### src/core/exposure_pkg.sv
/*
 * Shared constants for the exposure trigger controller and its trigger-source
 * partner: time base, exposure limits, source and mode codes, register map.
 * Assumes one 250 MHz clock shared by both ends.
 */
package exposure_pkg;
    // Time base
    localparam int CLK_PERIOD_PS = 4000;
    localparam int US_PS = 1000000;
    localparam int US_CYCLES = US_PS / CLK_PERIOD_PS;
    localparam logic [7:0] US_LAST = 8'(US_CYCLES - 1);

    // Exposure time limits in microseconds
    localparam int TIME_W = 26;
    localparam logic [TIME_W-1:0] EXP_MIN_US = 26'd12;
    localparam logic [TIME_W-1:0] EXP_MAX_US = 26'd60000000;

    // Start trigger sources
    typedef enum logic [2:0] {
        SRC_SOFTWARE,
        SRC_LEVEL,
        SRC_LINK,
        SRC_TIMER,
        SRC_LINE
    } trig_src_e;

    // Partner register map (byte offsets) and fields
    localparam logic [7:0] REG_CTRL = 8'h00;
    localparam logic [7:0] REG_WIDTH = 8'h04;
    localparam logic [7:0] REG_GO = 8'h08;
    localparam logic [7:0] REG_STATUS = 8'h0c;
    localparam int CTRL_USE_LINK = 0;
    localparam int CTRL_ACTIVE_HIGH = 1;
    localparam logic [1:0] CTRL_RESET = 2'h2;
    localparam logic [31:0] WIDTH_RESET = 32'h0000_0100;
endpackage

### src/core/exposure_link_if.sv
/*
 * Wires between the trigger source and the camera exposure controller.
 * Assumes both ends sit on the same clock.
 */
`timescale 1ns/1ps
`default_nettype none
interface exposure_link_if;
    logic hardware_trigger_input; // Electrical trigger line
    logic link_trigger_input; // Trigger carried over the link
    logic exposure_active; // High while the sensor exposes
    logic readout_busy; // High while a frame is read out

    modport device (
        input hardware_trigger_input, link_trigger_input,
        output exposure_active, readout_busy
    );
    modport host (
        output hardware_trigger_input, link_trigger_input,
        input exposure_active, readout_busy
    );
endinterface
`default_nettype wire

### src/core/exposure_trigger_control.sv
/*
 * Camera-side exposure controller: start-trigger selection, edge detection,
 * trigger delay timer, timed and trigger-width exposure, free-run generation,
 * global-shutter exposure and line-by-line readout sequencing.
 * Assumes trigger inputs and settings are synchronous to mclk; settings are
 * plain inputs held steady by the surrounding logic.
 */
// The implementer's own choices: the APB interface to the registers and the register addresses.
// Notes on behaviour
// - Hardware line edges start exposure when selected
// - Edge select chooses rising or falling start
// - Waiting state starts on every selected edge
// - Started exposure leaves waiting, ignores further triggers
// - Returns to waiting automatically when ready again
// - Timer source inserts delay after hardware trigger
// - Delay counted in microseconds from line
// - Timed mode exposes for programmed time
// - Timed mode drops triggers during exposure
// - Width mode rising: expose until falling edge
// - Exposure time held within 12 to 60000000 us
// - Width mode has no upper exposure limit
// - Programmed time except width mode uses level
// - New exposure may overlap previous readout
// - Partner must not start during active exposure
// - Partner must not end before readout finishes
// - All lines start and stop exposing together
// - Readout starts right after exposure, line by line
// - Exposure-active output follows exposure
// - Trigger off: free run at capped rate
// - Source select picks among five sources
// - Timer source width mode uses timer duration
// - Software triggers ignored when not ready
`timescale 1ns/1ps
`default_nettype none
module exposure_trigger_control
    import exposure_pkg::*;
#(
    parameter int LINES = 16, // Sensor lines per frame
    parameter int LINE_CYCLES = 64 // Clocks to read one line
) (
    input wire logic mclk, // Camera clock
    input wire logic reset_n, // Synchronous reset, active low
    exposure_link_if.device link, // Trigger lines and status to partner
    input wire logic trigger_enable, // Triggered mode; low means free run
    input wire logic [2:0] source_sel, // Start trigger source
    input wire logic edge_rising, // High: rising edge starts
    input wire logic width_mode, // High: trigger-width exposure
    input wire logic [TIME_W-1:0] exposure_time_us, // Programmed exposure
    input wire logic [TIME_W-1:0] delay_us, // Trigger delay
    input wire logic [TIME_W-1:0] timer_duration_us, // Timer output length
    input wire logic [TIME_W-1:0] frame_period_us, // Free-run period
    input wire logic software_trigger, // One-cycle software start command
    input wire logic software_level_output, // Software-driven trigger level
    output logic waiting_r, // Waiting for exposure start
    output logic delay_timer_output_r, // Timer active level
    output logic frame_start_r, // Pulse when exposure begins
    output logic line_strobe_r, // Pulse as each line is read
    output logic [15:0] line_index_r // Line being read
);
    typedef enum logic [1:0] {ST_WAIT, ST_DELAY, ST_EXPOSE} exp_state_e;

    exp_state_e state_r;
    logic [7:0] presc_r;
    logic [TIME_W-1:0] cnt_r;
    logic [TIME_W-1:0] period_cnt_r;
    logic due_r;
    logic trig_prev_r;
    logic exposing_r;
    logic readout_r;
    logic [15:0] line_cyc_r;
    logic us_tick;
    logic trig_cur;
    logic act_edge;
    logic end_edge;
    logic start_now;
    logic end_now;
    logic level_src;
    logic delay_go;
    trig_src_e src;

    // Keeps a programmed time inside the legal exposure range
    function automatic logic [TIME_W-1:0] clamp_exp(input logic [TIME_W-1:0] t);
        if (t < EXP_MIN_US) begin
            return EXP_MIN_US;
        end else if (t > EXP_MAX_US) begin
            return EXP_MAX_US;
        end
        return t;
    endfunction

    assign src = trig_src_e'(source_sel);
    assign us_tick = (presc_r == US_LAST);

    // Raw level of the selected source; timer runs from the hardware line
    always_comb begin
        case (src)
            SRC_LEVEL: trig_cur = software_level_output;
            SRC_LINK: trig_cur = link.link_trigger_input;
            SRC_TIMER: trig_cur = link.hardware_trigger_input;
            SRC_LINE: trig_cur = link.hardware_trigger_input;
            default: trig_cur = 1'b0;
        endcase
    end

    // Edge polarity chosen by the edge-select setting
    assign act_edge = edge_rising ? (trig_cur & ~trig_prev_r)
                                  : (~trig_cur & trig_prev_r);
    assign end_edge = edge_rising ? (~trig_cur & trig_prev_r)
                                  : (trig_cur & ~trig_prev_r);
    assign level_src = (src == SRC_LINE) || (src == SRC_LINK) || (src == SRC_LEVEL);
    assign delay_go = trigger_enable && (src == SRC_TIMER) && act_edge;

    // Start decision, taken in the waiting state or when the delay state's count expires
    always_comb begin
        start_now = 1'b0;
        if (state_r == ST_WAIT) begin
            if (!trigger_enable) begin
                start_now = due_r;
            end else begin
                case (src)
                    SRC_SOFTWARE: start_now = software_trigger;
                    SRC_TIMER: start_now = 1'b0;
                    default: start_now = act_edge;
                endcase
            end
        end else if (state_r == ST_DELAY) begin
            start_now = us_tick && (cnt_r >= delay_us);
        end
    end

    // End decision; never ends before the previous readout has drained
    always_comb begin
        end_now = 1'b0;
        if (state_r == ST_EXPOSE && !readout_r) begin
            if (trigger_enable && width_mode && level_src) begin
                end_now = end_edge;
            end else if (trigger_enable && width_mode && src == SRC_TIMER) begin
                end_now = us_tick && (cnt_r + 26'd1 >= timer_duration_us);
            end else begin
                end_now = us_tick
                    && (cnt_r + 26'd1 >= clamp_exp(exposure_time_us));
            end
        end
    end

    // Free-running microsecond prescaler shared by all timers
    always_ff @(posedge mclk) begin
        if (!reset_n) begin
            presc_r <= 8'h00;
        end else if (us_tick) begin
            presc_r <= 8'h00;
        end else begin
            presc_r <= presc_r + 8'h01;
        end
    end

    // Previous level of the selected source, for edge detection
    always_ff @(posedge mclk) begin
        if (!reset_n) begin
            trig_prev_r <= 1'b0;
        end else begin
            trig_prev_r <= trig_cur;
        end
    end

    // Acquisition state; triggers outside the waiting state fall on the floor
    always_ff @(posedge mclk) begin
        if (!reset_n) begin
            state_r <= ST_WAIT;
        end else begin
            case (state_r)
                ST_WAIT: begin
                    if (delay_go) begin
                        state_r <= ST_DELAY;
                    end else if (start_now) begin
                        state_r <= ST_EXPOSE;
                    end
                end
                ST_DELAY: begin
                    if (start_now) begin
                        state_r <= ST_EXPOSE;
                    end
                end
                ST_EXPOSE: begin
                    if (end_now) begin
                        state_r <= ST_WAIT;
                    end
                end
                default: state_r <= ST_WAIT;
            endcase
        end
    end

    // Microsecond count for delay and exposure, restarted at each phase
    always_ff @(posedge mclk) begin
        if (!reset_n) begin
            cnt_r <= '0;
        end else if (start_now || state_r == ST_WAIT) begin
            cnt_r <= '0;
        end else if (us_tick && cnt_r != EXP_MAX_US) begin
            cnt_r <= cnt_r + 26'd1;
        end
    end

    // Free-run period; a start owed while busy fires once ready (rate cap)
    always_ff @(posedge mclk) begin
        if (!reset_n) begin
            period_cnt_r <= '0;
            due_r <= 1'b0;
        end else if (!trigger_enable && start_now) begin
            period_cnt_r <= '0;
            due_r <= 1'b0;
        end else if (!trigger_enable && us_tick) begin
            if (period_cnt_r + 26'd1 >= frame_period_us) begin
                due_r <= 1'b1;
            end else begin
                period_cnt_r <= period_cnt_r + 26'd1;
            end
        end else if (trigger_enable) begin
            period_cnt_r <= '0;
            due_r <= 1'b0;
        end
    end

    // Global shutter: one exposure level for every line
    always_ff @(posedge mclk) begin
        if (!reset_n) begin
            exposing_r <= 1'b0;
            frame_start_r <= 1'b0;
            waiting_r <= 1'b1;
            delay_timer_output_r <= 1'b0;
        end else begin
            frame_start_r <= start_now && state_r != ST_EXPOSE;
            if (start_now) begin
                exposing_r <= 1'b1;
            end else if (end_now) begin
                exposing_r <= 1'b0;
            end
            waiting_r <= (state_r == ST_WAIT) ? ~(start_now || delay_go) : end_now;
            if (start_now && src == SRC_TIMER && trigger_enable) begin
                delay_timer_output_r <= 1'b1;
            end else if (end_now) begin
                delay_timer_output_r <= 1'b0;
            end
        end
    end

    // Readout follows the end of exposure; a new exposure may run alongside
    always_ff @(posedge mclk) begin
        if (!reset_n) begin
            readout_r <= 1'b0;
            line_cyc_r <= 16'h0000;
            line_index_r <= 16'h0000;
            line_strobe_r <= 1'b0;
        end else begin
            line_strobe_r <= 1'b0;
            if (end_now) begin
                readout_r <= 1'b1;
                line_cyc_r <= 16'h0000;
                line_index_r <= 16'h0000;
                line_strobe_r <= 1'b1;
            end else if (readout_r) begin
                if (line_cyc_r == 16'(LINE_CYCLES - 1)) begin
                    line_cyc_r <= 16'h0000;
                    if (line_index_r == 16'(LINES - 1)) begin
                        readout_r <= 1'b0;
                    end else begin
                        line_index_r <= line_index_r + 16'h0001;
                        line_strobe_r <= 1'b1;
                    end
                end else begin
                    line_cyc_r <= line_cyc_r + 16'h0001;
                end
            end
        end
    end

    assign link.exposure_active = exposing_r;
    assign link.readout_busy = readout_r;
endmodule // exposure_trigger_control
`default_nettype wire

### src/flat_wrapper.sv
// flat-port wrapper written by rule: the top's interface ports become plain ports
module exposure_trigger_control_flat import exposure_pkg::*;
#(
    parameter int LINES = 16,                          
    parameter int LINE_CYCLES = 64                           
)
  (mclk, reset_n, trigger_enable, source_sel, edge_rising, width_mode, exposure_time_us, delay_us, timer_duration_us, frame_period_us, software_trigger, software_level_output, waiting_r, delay_timer_output_r, frame_start_r, line_strobe_r, line_index_r, link_hardware_trigger_input, link_link_trigger_input, link_exposure_active, link_readout_busy);
  exposure_link_if link_i ();
  input wire logic mclk;
  input wire logic reset_n;
  input wire logic trigger_enable;
  input wire logic [2:0] source_sel;
  input wire logic edge_rising;
  input wire logic width_mode;
  input wire logic [TIME_W-1:0] exposure_time_us;
  input wire logic [TIME_W-1:0] delay_us;
  input wire logic [TIME_W-1:0] timer_duration_us;
  input wire logic [TIME_W-1:0] frame_period_us;
  input wire logic software_trigger;
  input wire logic software_level_output;
  output logic waiting_r;
  output logic delay_timer_output_r;
  output logic frame_start_r;
  output logic line_strobe_r;
  output logic [15:0] line_index_r;
  input wire logic [$bits(link_i.hardware_trigger_input)-1:0] link_hardware_trigger_input;
  input wire logic [$bits(link_i.link_trigger_input)-1:0] link_link_trigger_input;
  output wire logic [$bits(link_i.exposure_active)-1:0] link_exposure_active;
  output wire logic [$bits(link_i.readout_busy)-1:0] link_readout_busy;
  assign link_i.hardware_trigger_input = link_hardware_trigger_input;
  assign link_i.link_trigger_input = link_link_trigger_input;
  assign link_exposure_active = link_i.exposure_active;
  assign link_readout_busy = link_i.readout_busy;
  exposure_trigger_control #(.LINES(LINES), .LINE_CYCLES(LINE_CYCLES)) u_core (.mclk(mclk), .reset_n(reset_n), .link(link_i), .trigger_enable(trigger_enable), .source_sel(source_sel), .edge_rising(edge_rising), .width_mode(width_mode), .exposure_time_us(exposure_time_us), .delay_us(delay_us), .timer_duration_us(timer_duration_us), .frame_period_us(frame_period_us), .software_trigger(software_trigger), .software_level_output(software_level_output), .waiting_r(waiting_r), .delay_timer_output_r(delay_timer_output_r), .frame_start_r(frame_start_r), .line_strobe_r(line_strobe_r), .line_index_r(line_index_r));
endmodule
### config.mk
export PLATFORM = sky130hd
export DESIGN_NAME = exposure_trigger_control_flat
export DESIGN_NICKNAME = d
export VERILOG_FILES = /design/src/core/exposure_pkg.sv /design/src/core/exposure_link_if.sv /design/src/core/exposure_trigger_control.sv /design/src/flat_wrapper.sv
export SDC_FILE = /design/constraint.sdc
export NUM_CORES = 1
export LEC_CHECK = 0
export ABC_AREA = 1
export BUFFER_PORTS_ARGS = -buffer_cell sky130_fd_sc_hd__buf_2
export CORE_MARGIN = 3
export CORE_UTILIZATION = 55
export DETAILED_ROUTE_END_ITERATION = 7
export GPL_TIMING_DRIVEN = 1
export MAX_ROUTING_LAYER = met4
export PLACE_DENSITY = 0.79
export SLEW_MARGIN = 25
export SYNTH_ARGS = -nofsm -noshare
export SYNTH_HDL_FRONTEND = slang
export SYNTH_SLANG_ARGS = --single-unit
### constraint.sdc
create_clock -name mclk -period 8.1 [get_ports mclk]
set_input_delay 0.81 -clock mclk [delete_from_list [all_inputs] [get_ports mclk]]
set_output_delay 0.81 -clock mclk [all_outputs]
set_load 0.02 [all_outputs]
Word-level counts from Yosys, hierarchy flattened:

Cells that the tools add are included.

* reduce and logical (&&, ||, !) cells: 34
* eq/ne operators: 14
* mux-type cells: 43
* bitwise logic cells: 7
* magnitude comparators: 6
* add/sub/neg operators: 5

Operator list (count)
* 26-bit two-way mux: 9
* 26-bit >= comparator: 4
* 26-bit by 1-bit adder with 26-bit output, second input constant: 2
* 16-bit by 1-bit adder with 16-bit output, second input constant: 2
* 1-bit two-way mux: 27
* 26-bit greater-than comparator, second input constant: 1
* 26-bit by 4-bit < comparator with 1-bit output, second input constant: 1
* 26-bit inequality test, second input constant: 1
* 16-bit by 4-bit == test with 1-bit output, second input constant: 1
* 16-bit by 6-bit == test with 1-bit output, second input constant: 1
* 16-bit two-way mux: 1
* 1-bit logical AND: 15
* 2-bit OR reduction: 5
* 8-bit by 1-bit adder with 8-bit output, second input constant: 1
* 8-bit == test, second input constant: 1
* 3-bit by 2-bit == test with 1-bit output, second input constant: 2
* 2-bit two-way mux: 3
* 2-bit inequality test, second input constant: 3
* 2-bit one-hot mux with 3 select lines: 1
* 2-bit nonzero test: 3
* 1-bit NOT: 5
* 1-bit logical OR: 4
* 2-bit AND reduction: 2
* 3-bit by 1-bit == test with 1-bit output, second input constant: 1
* 11 further kinds: 13

* output and inout port bits: 22
* bits in registers: 102
* logic and storage cells: 123

Longest topological paths before layout:

* depth after elaboration: 17
* mapped depth: 26
* depth with buffers taken out: 24

Worst setup path before layout:

OpenSTA, ideal clock, no wires.

* path type: input to register
* from: input port exposure_time_us[19]
* to: register u_core.line_index_r[6]
* required time: 8.030 ns
* arrival: 3.437 ns
* cell stages on the path: 24
* path slack: 4.593 ns
* library setup time: 0.070 ns
* path through: nor2_1 > nand3_1 > nor4_1 > nand4_1 > nand2_1 > inv_2 > nor2_1 > buf_2 > nand2_1 > ha_1 > nand2_1 > inv_1 > nand2_1 > nand2_1 > nand2_1 > nand2_1 > a21oi_1 > nand4_1 > nand3_1 > nand2_1 > nand2_1 > nand2_1 > buf_2 > a21oi_1

* cells in the longest elaborated chain, start to end: 16

RTL lines
* start: declaration: line flat_wrapper.sv:15 `input wire logic [TIME_W-1:0] exposure_time_us;`
* 26-bit greater-than comparator: line exposure_trigger_control.sv:85 `end else if (t > EXP_MAX_US) begin`
* 1-bit two-way mux: line exposure_trigger_control.sv:85
* 1-bit two-way mux: line exposure_trigger_control.sv:83 `if (t < EXP_MIN_US) begin`
* 1-bit two-way mux: line exposure_trigger_control.sv:137 `end else if (trigger_enable && width_mode && src == SRC_TIMER) begin`
* 1-bit two-way mux: line exposure_trigger_control.sv:135 `if (trigger_enable && width_mode && level_src) begin`
* 1-bit two-way mux: line exposure_trigger_control.sv:134 `if (state_r == ST_EXPOSE && !readout_r) begin`
* 26-bit two-way mux (*): line exposure_trigger_control.sv:88 `return t;`
* 26-bit two-way mux (*): line exposure_trigger_control.sv:137
* 26-bit two-way mux (*): line exposure_trigger_control.sv:135
* 26-bit two-way mux (*): line exposure_trigger_control.sv:134
* 26-bit >= comparator (*): line exposure_trigger_control.sv:141 `&& (cnt_r + 26'd1 >= clamp_exp(exposure_time_us));`
* 1-bit logical AND (*): line exposure_trigger_control.sv:141
* 1-bit two-way mux (*): line exposure_trigger_control.sv:137
* 1-bit two-way mux (*): line exposure_trigger_control.sv:135
* 1-bit two-way mux (*): line exposure_trigger_control.sv:134
* 2-bit OR reduction (no source line) (*)
* end signal: assignment: line exposure_trigger_control.sv:268 `line_index_r <= line_index_r + 16'h0001;`
* end: declaration: line exposure_trigger_control.sv:58 `output logic [15:0] line_index_r`

Every way passes the cells marked *; elsewhere a longest branch is shown, timed or not. The select of a mux whose other input is x is not followed.
A chain may end at the register's enable or synchronous reset.

Worst setup path after layout:

* from: input port exposure_time_us[19]
* to: register u_core.line_cyc_r[10]

* cells in the longest elaborated chain, start to end: 16

RTL lines
* 26-bit greater-than comparator: line exposure_trigger_control.sv:85
* 1-bit two-way mux: line exposure_trigger_control.sv:85
* 1-bit two-way mux: line exposure_trigger_control.sv:83
* 1-bit two-way mux: line exposure_trigger_control.sv:137
* 1-bit two-way mux: line exposure_trigger_control.sv:135
* 1-bit two-way mux: line exposure_trigger_control.sv:134
* 26-bit two-way mux (*): line exposure_trigger_control.sv:88
* 26-bit two-way mux (*): line exposure_trigger_control.sv:137
* 26-bit two-way mux (*): line exposure_trigger_control.sv:135
* 26-bit two-way mux (*): line exposure_trigger_control.sv:134
* 26-bit >= comparator (*): line exposure_trigger_control.sv:141
* 1-bit logical AND (*): line exposure_trigger_control.sv:141
* 1-bit two-way mux (*): line exposure_trigger_control.sv:137
* 1-bit two-way mux (*): line exposure_trigger_control.sv:135
* 1-bit two-way mux (*): line exposure_trigger_control.sv:134
* 2-bit OR reduction (no source line) (*)
* end signal: assignment: line exposure_trigger_control.sv:272 `line_cyc_r <= line_cyc_r + 16'h0001;`
* end: declaration: line exposure_trigger_control.sv:70 `logic [15:0] line_cyc_r;`

Marks and branches as above.

==> flow_summary.toml <==
[outcome]
outcome = "finished clean"

[yosys]
synth_simple_gate_area_share_pct = 36.7
synth_cell_type_count = 43
yosys_register_bits = 102
yosys_warnings = 0
ys_async_sr_fraction_pct = 0
syn_avg_cell_area_um2 = 6.41
synth_seq_area_share_pct = 22.5
syn_area_mm2 = 0.00909
postSynthCellCount = 1418
synth_top_family_by_area = "simple AND/OR/NAND/NOR gates"
synth_xor_area_share_pct = 6.34
synthMuxAreaShare_pct = 0
synthAdderAreaFrac_pct = 15.3
synth_compound_area_share_pct = 7.32
synth_nets = 1645
synth_top_cell_area_share_pct = 22.5
synth_edf_count = 0
ys.flop_type = "dfxtp_1"
synth_top_cells_by_area = "dfxtp_1, ha_1, nand2_1"
yosysTopAreaCell = "dfxtp_1"

[sta]
clock.fmax_mhz = 227
report.final.slew_viol_count = 0
fin_crit_ns = 4.40
setup_ws_ns = 3.70
setup_violations = 0
fin_setup_tns_ns = 0
fin_skew_ns = 0.00668
rsz0062_at_grt = "no"
finalHoldViolCount = 0
max_slew_margin_pct = 31.5
tightestPinTransition_ns = 1.03
period_share_pct = 54.3

[routing]
avgRoutedWirePerCell_um = 13.1
antenna_left = 0
vias = 9155
viasPerCell = 5.20
dr.pass1.iters = 7
drc_errors = 0
wirelength_mm = 23.1
drt-initial-drc-count = 644

[die]
die_x_um = 135
dieArea_mm2 = 0.0181
initial_utilization_pct = 56.6
io_pins = 138
core_mm2 = 0.0161
row_count = 46
dieHeight_um = 135

[power_and_ir_drop]
combPwrFrac_pct = 11.5
ir_worst_vdd_mv = 0.110
leakagePower_nw = 5.25
seq_power_share_pct = 47.7
swShare_pct = 27.2
p_sw_mw = 0.289
intPower_mw = 0.774
power_density_mw_per_mm2 = 104
clockPowerShare_pct = 40.8

[min_path]
whs_endpoint = "u_core.delay_timer_output_r$_SDFFE_PN0P_"
hold_start = "u_core.delay_timer_output_r$_SDFFE_PN0P_"
min_path_cells = 2
holdCritPathClass = "reg -> reg"

[grt]
antenna_found_initial = 0
gr-total-overflow = 0
grt_first_pass_wirelength_mm = 38.5
grt_use_total_pct = 26.2
grt_pass1_vias = 8405
grt_max_degree = 33

[final_layout]
antenna_cells = 0
fin_cells = 1762
final_nets = 1768
final_common_cell = "nand2_1"
layout-drive-gt1-share_pct = 13.3
synthToLayoutAreaGrowth_pct = 12.4
layout_common_cells = "nand2_1, inv_1, nor2_1, buf_2, ha_1"

[clock_network]
cts_buffers = 9
clkTransAtPathRegs_ns = 0.08
cts_root_buffer = "clkbuf_16"
holdBufCountCts = 0
postCtsResizedCells = 0
cts_setup_buffers = 0
clk_latency_ns = 0.36
clockBufferDepth = 2
htreeDepth = 3
clock-sinks = 102
cts_tree = "done"

[critical_path]
worstSetupStartpointType = "primary input"
reg2regPathDepth = 17
end_kind = "flop"
critPathKind = "in -> reg"
cp.required_ns = 8.32
worstPathMaxFanout = 32
ff2ff_setup_slack_ns = 3.95
rr_endpoint = "u_core.period_cnt_r[19]$_SDFFE_PP0P_"
reg2reg_from = "u_core.period_cnt_r[0]$_SDFFE_PP0P_"
arrival_ns = 4.62

[placed_design]
gp_congestion = 0.948
post-dp-hpwl_mm = 18.1
place_ws_ns = 2.98
io_buffers = 137
dp_cells = 1746

[flow_run]
drv_cap = 0
==> cell type report <==
class	instances	area [um2]
inverters	255	958
fillers	1480	5830
repair buffers	137	686
well taps	216	270
flip-flops and latches	102	2040
clock inverters	6	51.3
multi-input cells	1036	5980
clock buffers	10	239
==> worst max-delay path by stage <==
stage,startpoint,end,depth (start not counted)
floorplan,exposure_time_us[19],u_core.line_index_r[6]$_SDFFE_PP0P_,24
global placement,exposure_time_us[19],u_core.line_cyc_r[14]$_SDFFE_PP0P_,21
detailed placement,exposure_time_us[19],u_core.line_index_r[10]$_SDFFE_PP0P_,23
CTS,exposure_time_us[19],u_core.line_cyc_r[15]$_SDFFE_PP0P_,21
global route,exposure_time_us[19],u_core.line_index_r[7]$_SDFFE_PP0P_,23
finish,exposure_time_us[19],u_core.line_cyc_r[10]$_SDFFE_PP0P_,21
==> per-stage QoR <==
stage	total power [mW]	cell area, um2	hold WS, ns	util, %
finish	1.06	10200	0.477	63.7
global route	1.11	10200	0.517	63.7
CTS	1.07	10200	0.479	63.7
detailed placement	0.639	9930	0.465	61.9
global placement	0.636	9920	0.450	61.8
floorplan	0.589	9090	0.433	-
==> critical path: stages <==
cell,delay (ns)
buf_2,0.11
nor2_1,0.21
nand3_1,0.11
nor4_1,0.28
nand4_1,0.12
nand2_1,0.15
inv_2,0.10
nor2_1,0.65
nand2_1,0.13
ha_1,0.34
nand2_1,0.05
nor2_1,0.11
nand2_1,0.09
nor3_1,0.18
nand2_1,0.07
nand4_1,0.10
nand3_1,0.13
nand2_1,0.09
nand2_1,0.15
nand2_2,0.51
nor2_1,0.11
==> power groups by stage <==
stage	clock network [mW]	logic (mW)	registers (mW)
after global placement	0	0.118	0.518
after floorplan	0	0.0694	0.520
final	0.434	0.122	0.507
after global routing	0.458	0.140	0.507
after detailed placement	0	0.121	0.518
after CTS	0.442	0.122	0.507
==> synth_stat cells, drive strengths merged, types with 6 or more instances <==
master / count
a21oi: 86
buf: 19
clkbuf: 6
dfxtp: 102
ha: 111
inv: 251
nand2: 337
nand3: 92
nand4: 68
nor2: 171
nor3: 40
nor4: 21
o21ai: 15
xnor2: 17
xor2: 48
==> per-layer routing <==
metal / vias up / GRT usage [%] / wire length (um)
met5: - / - / 0
met4: 0 / 6.22 / 418
met3: 31 / 4.10 / 1320
met2: 255 / 41.3 / 10400
met1: 4047 / 35.4 / 10900
li1: 4822 / - / -
==> state kept, by name (all words and copies together), names as in the netlist <==
signal and cells:
u_core.cnt_r 26, u_core.delay_timer_output_r 1, u_core.due_r 1, u_core.frame_start_r 1
u_core.line_cyc_r 16, u_core.line_index_r 16, u_core.line_strobe_r 1, u_core.link.exposure_active 1
u_core.link.readout_busy 1, u_core.period_cnt_r 26, u_core.presc_r 8, u_core.state_r 2
u_core.trig_prev_r 1, u_core.waiting_r 1
==> cell families after synthesis <==
kind of cell    Yosys count
fa+ha+maj               111
simple gates            739
compound gates          121
xor+xnor                 65
flops                   102
buf+inv                 280
(Power assumes the default switching activity.)
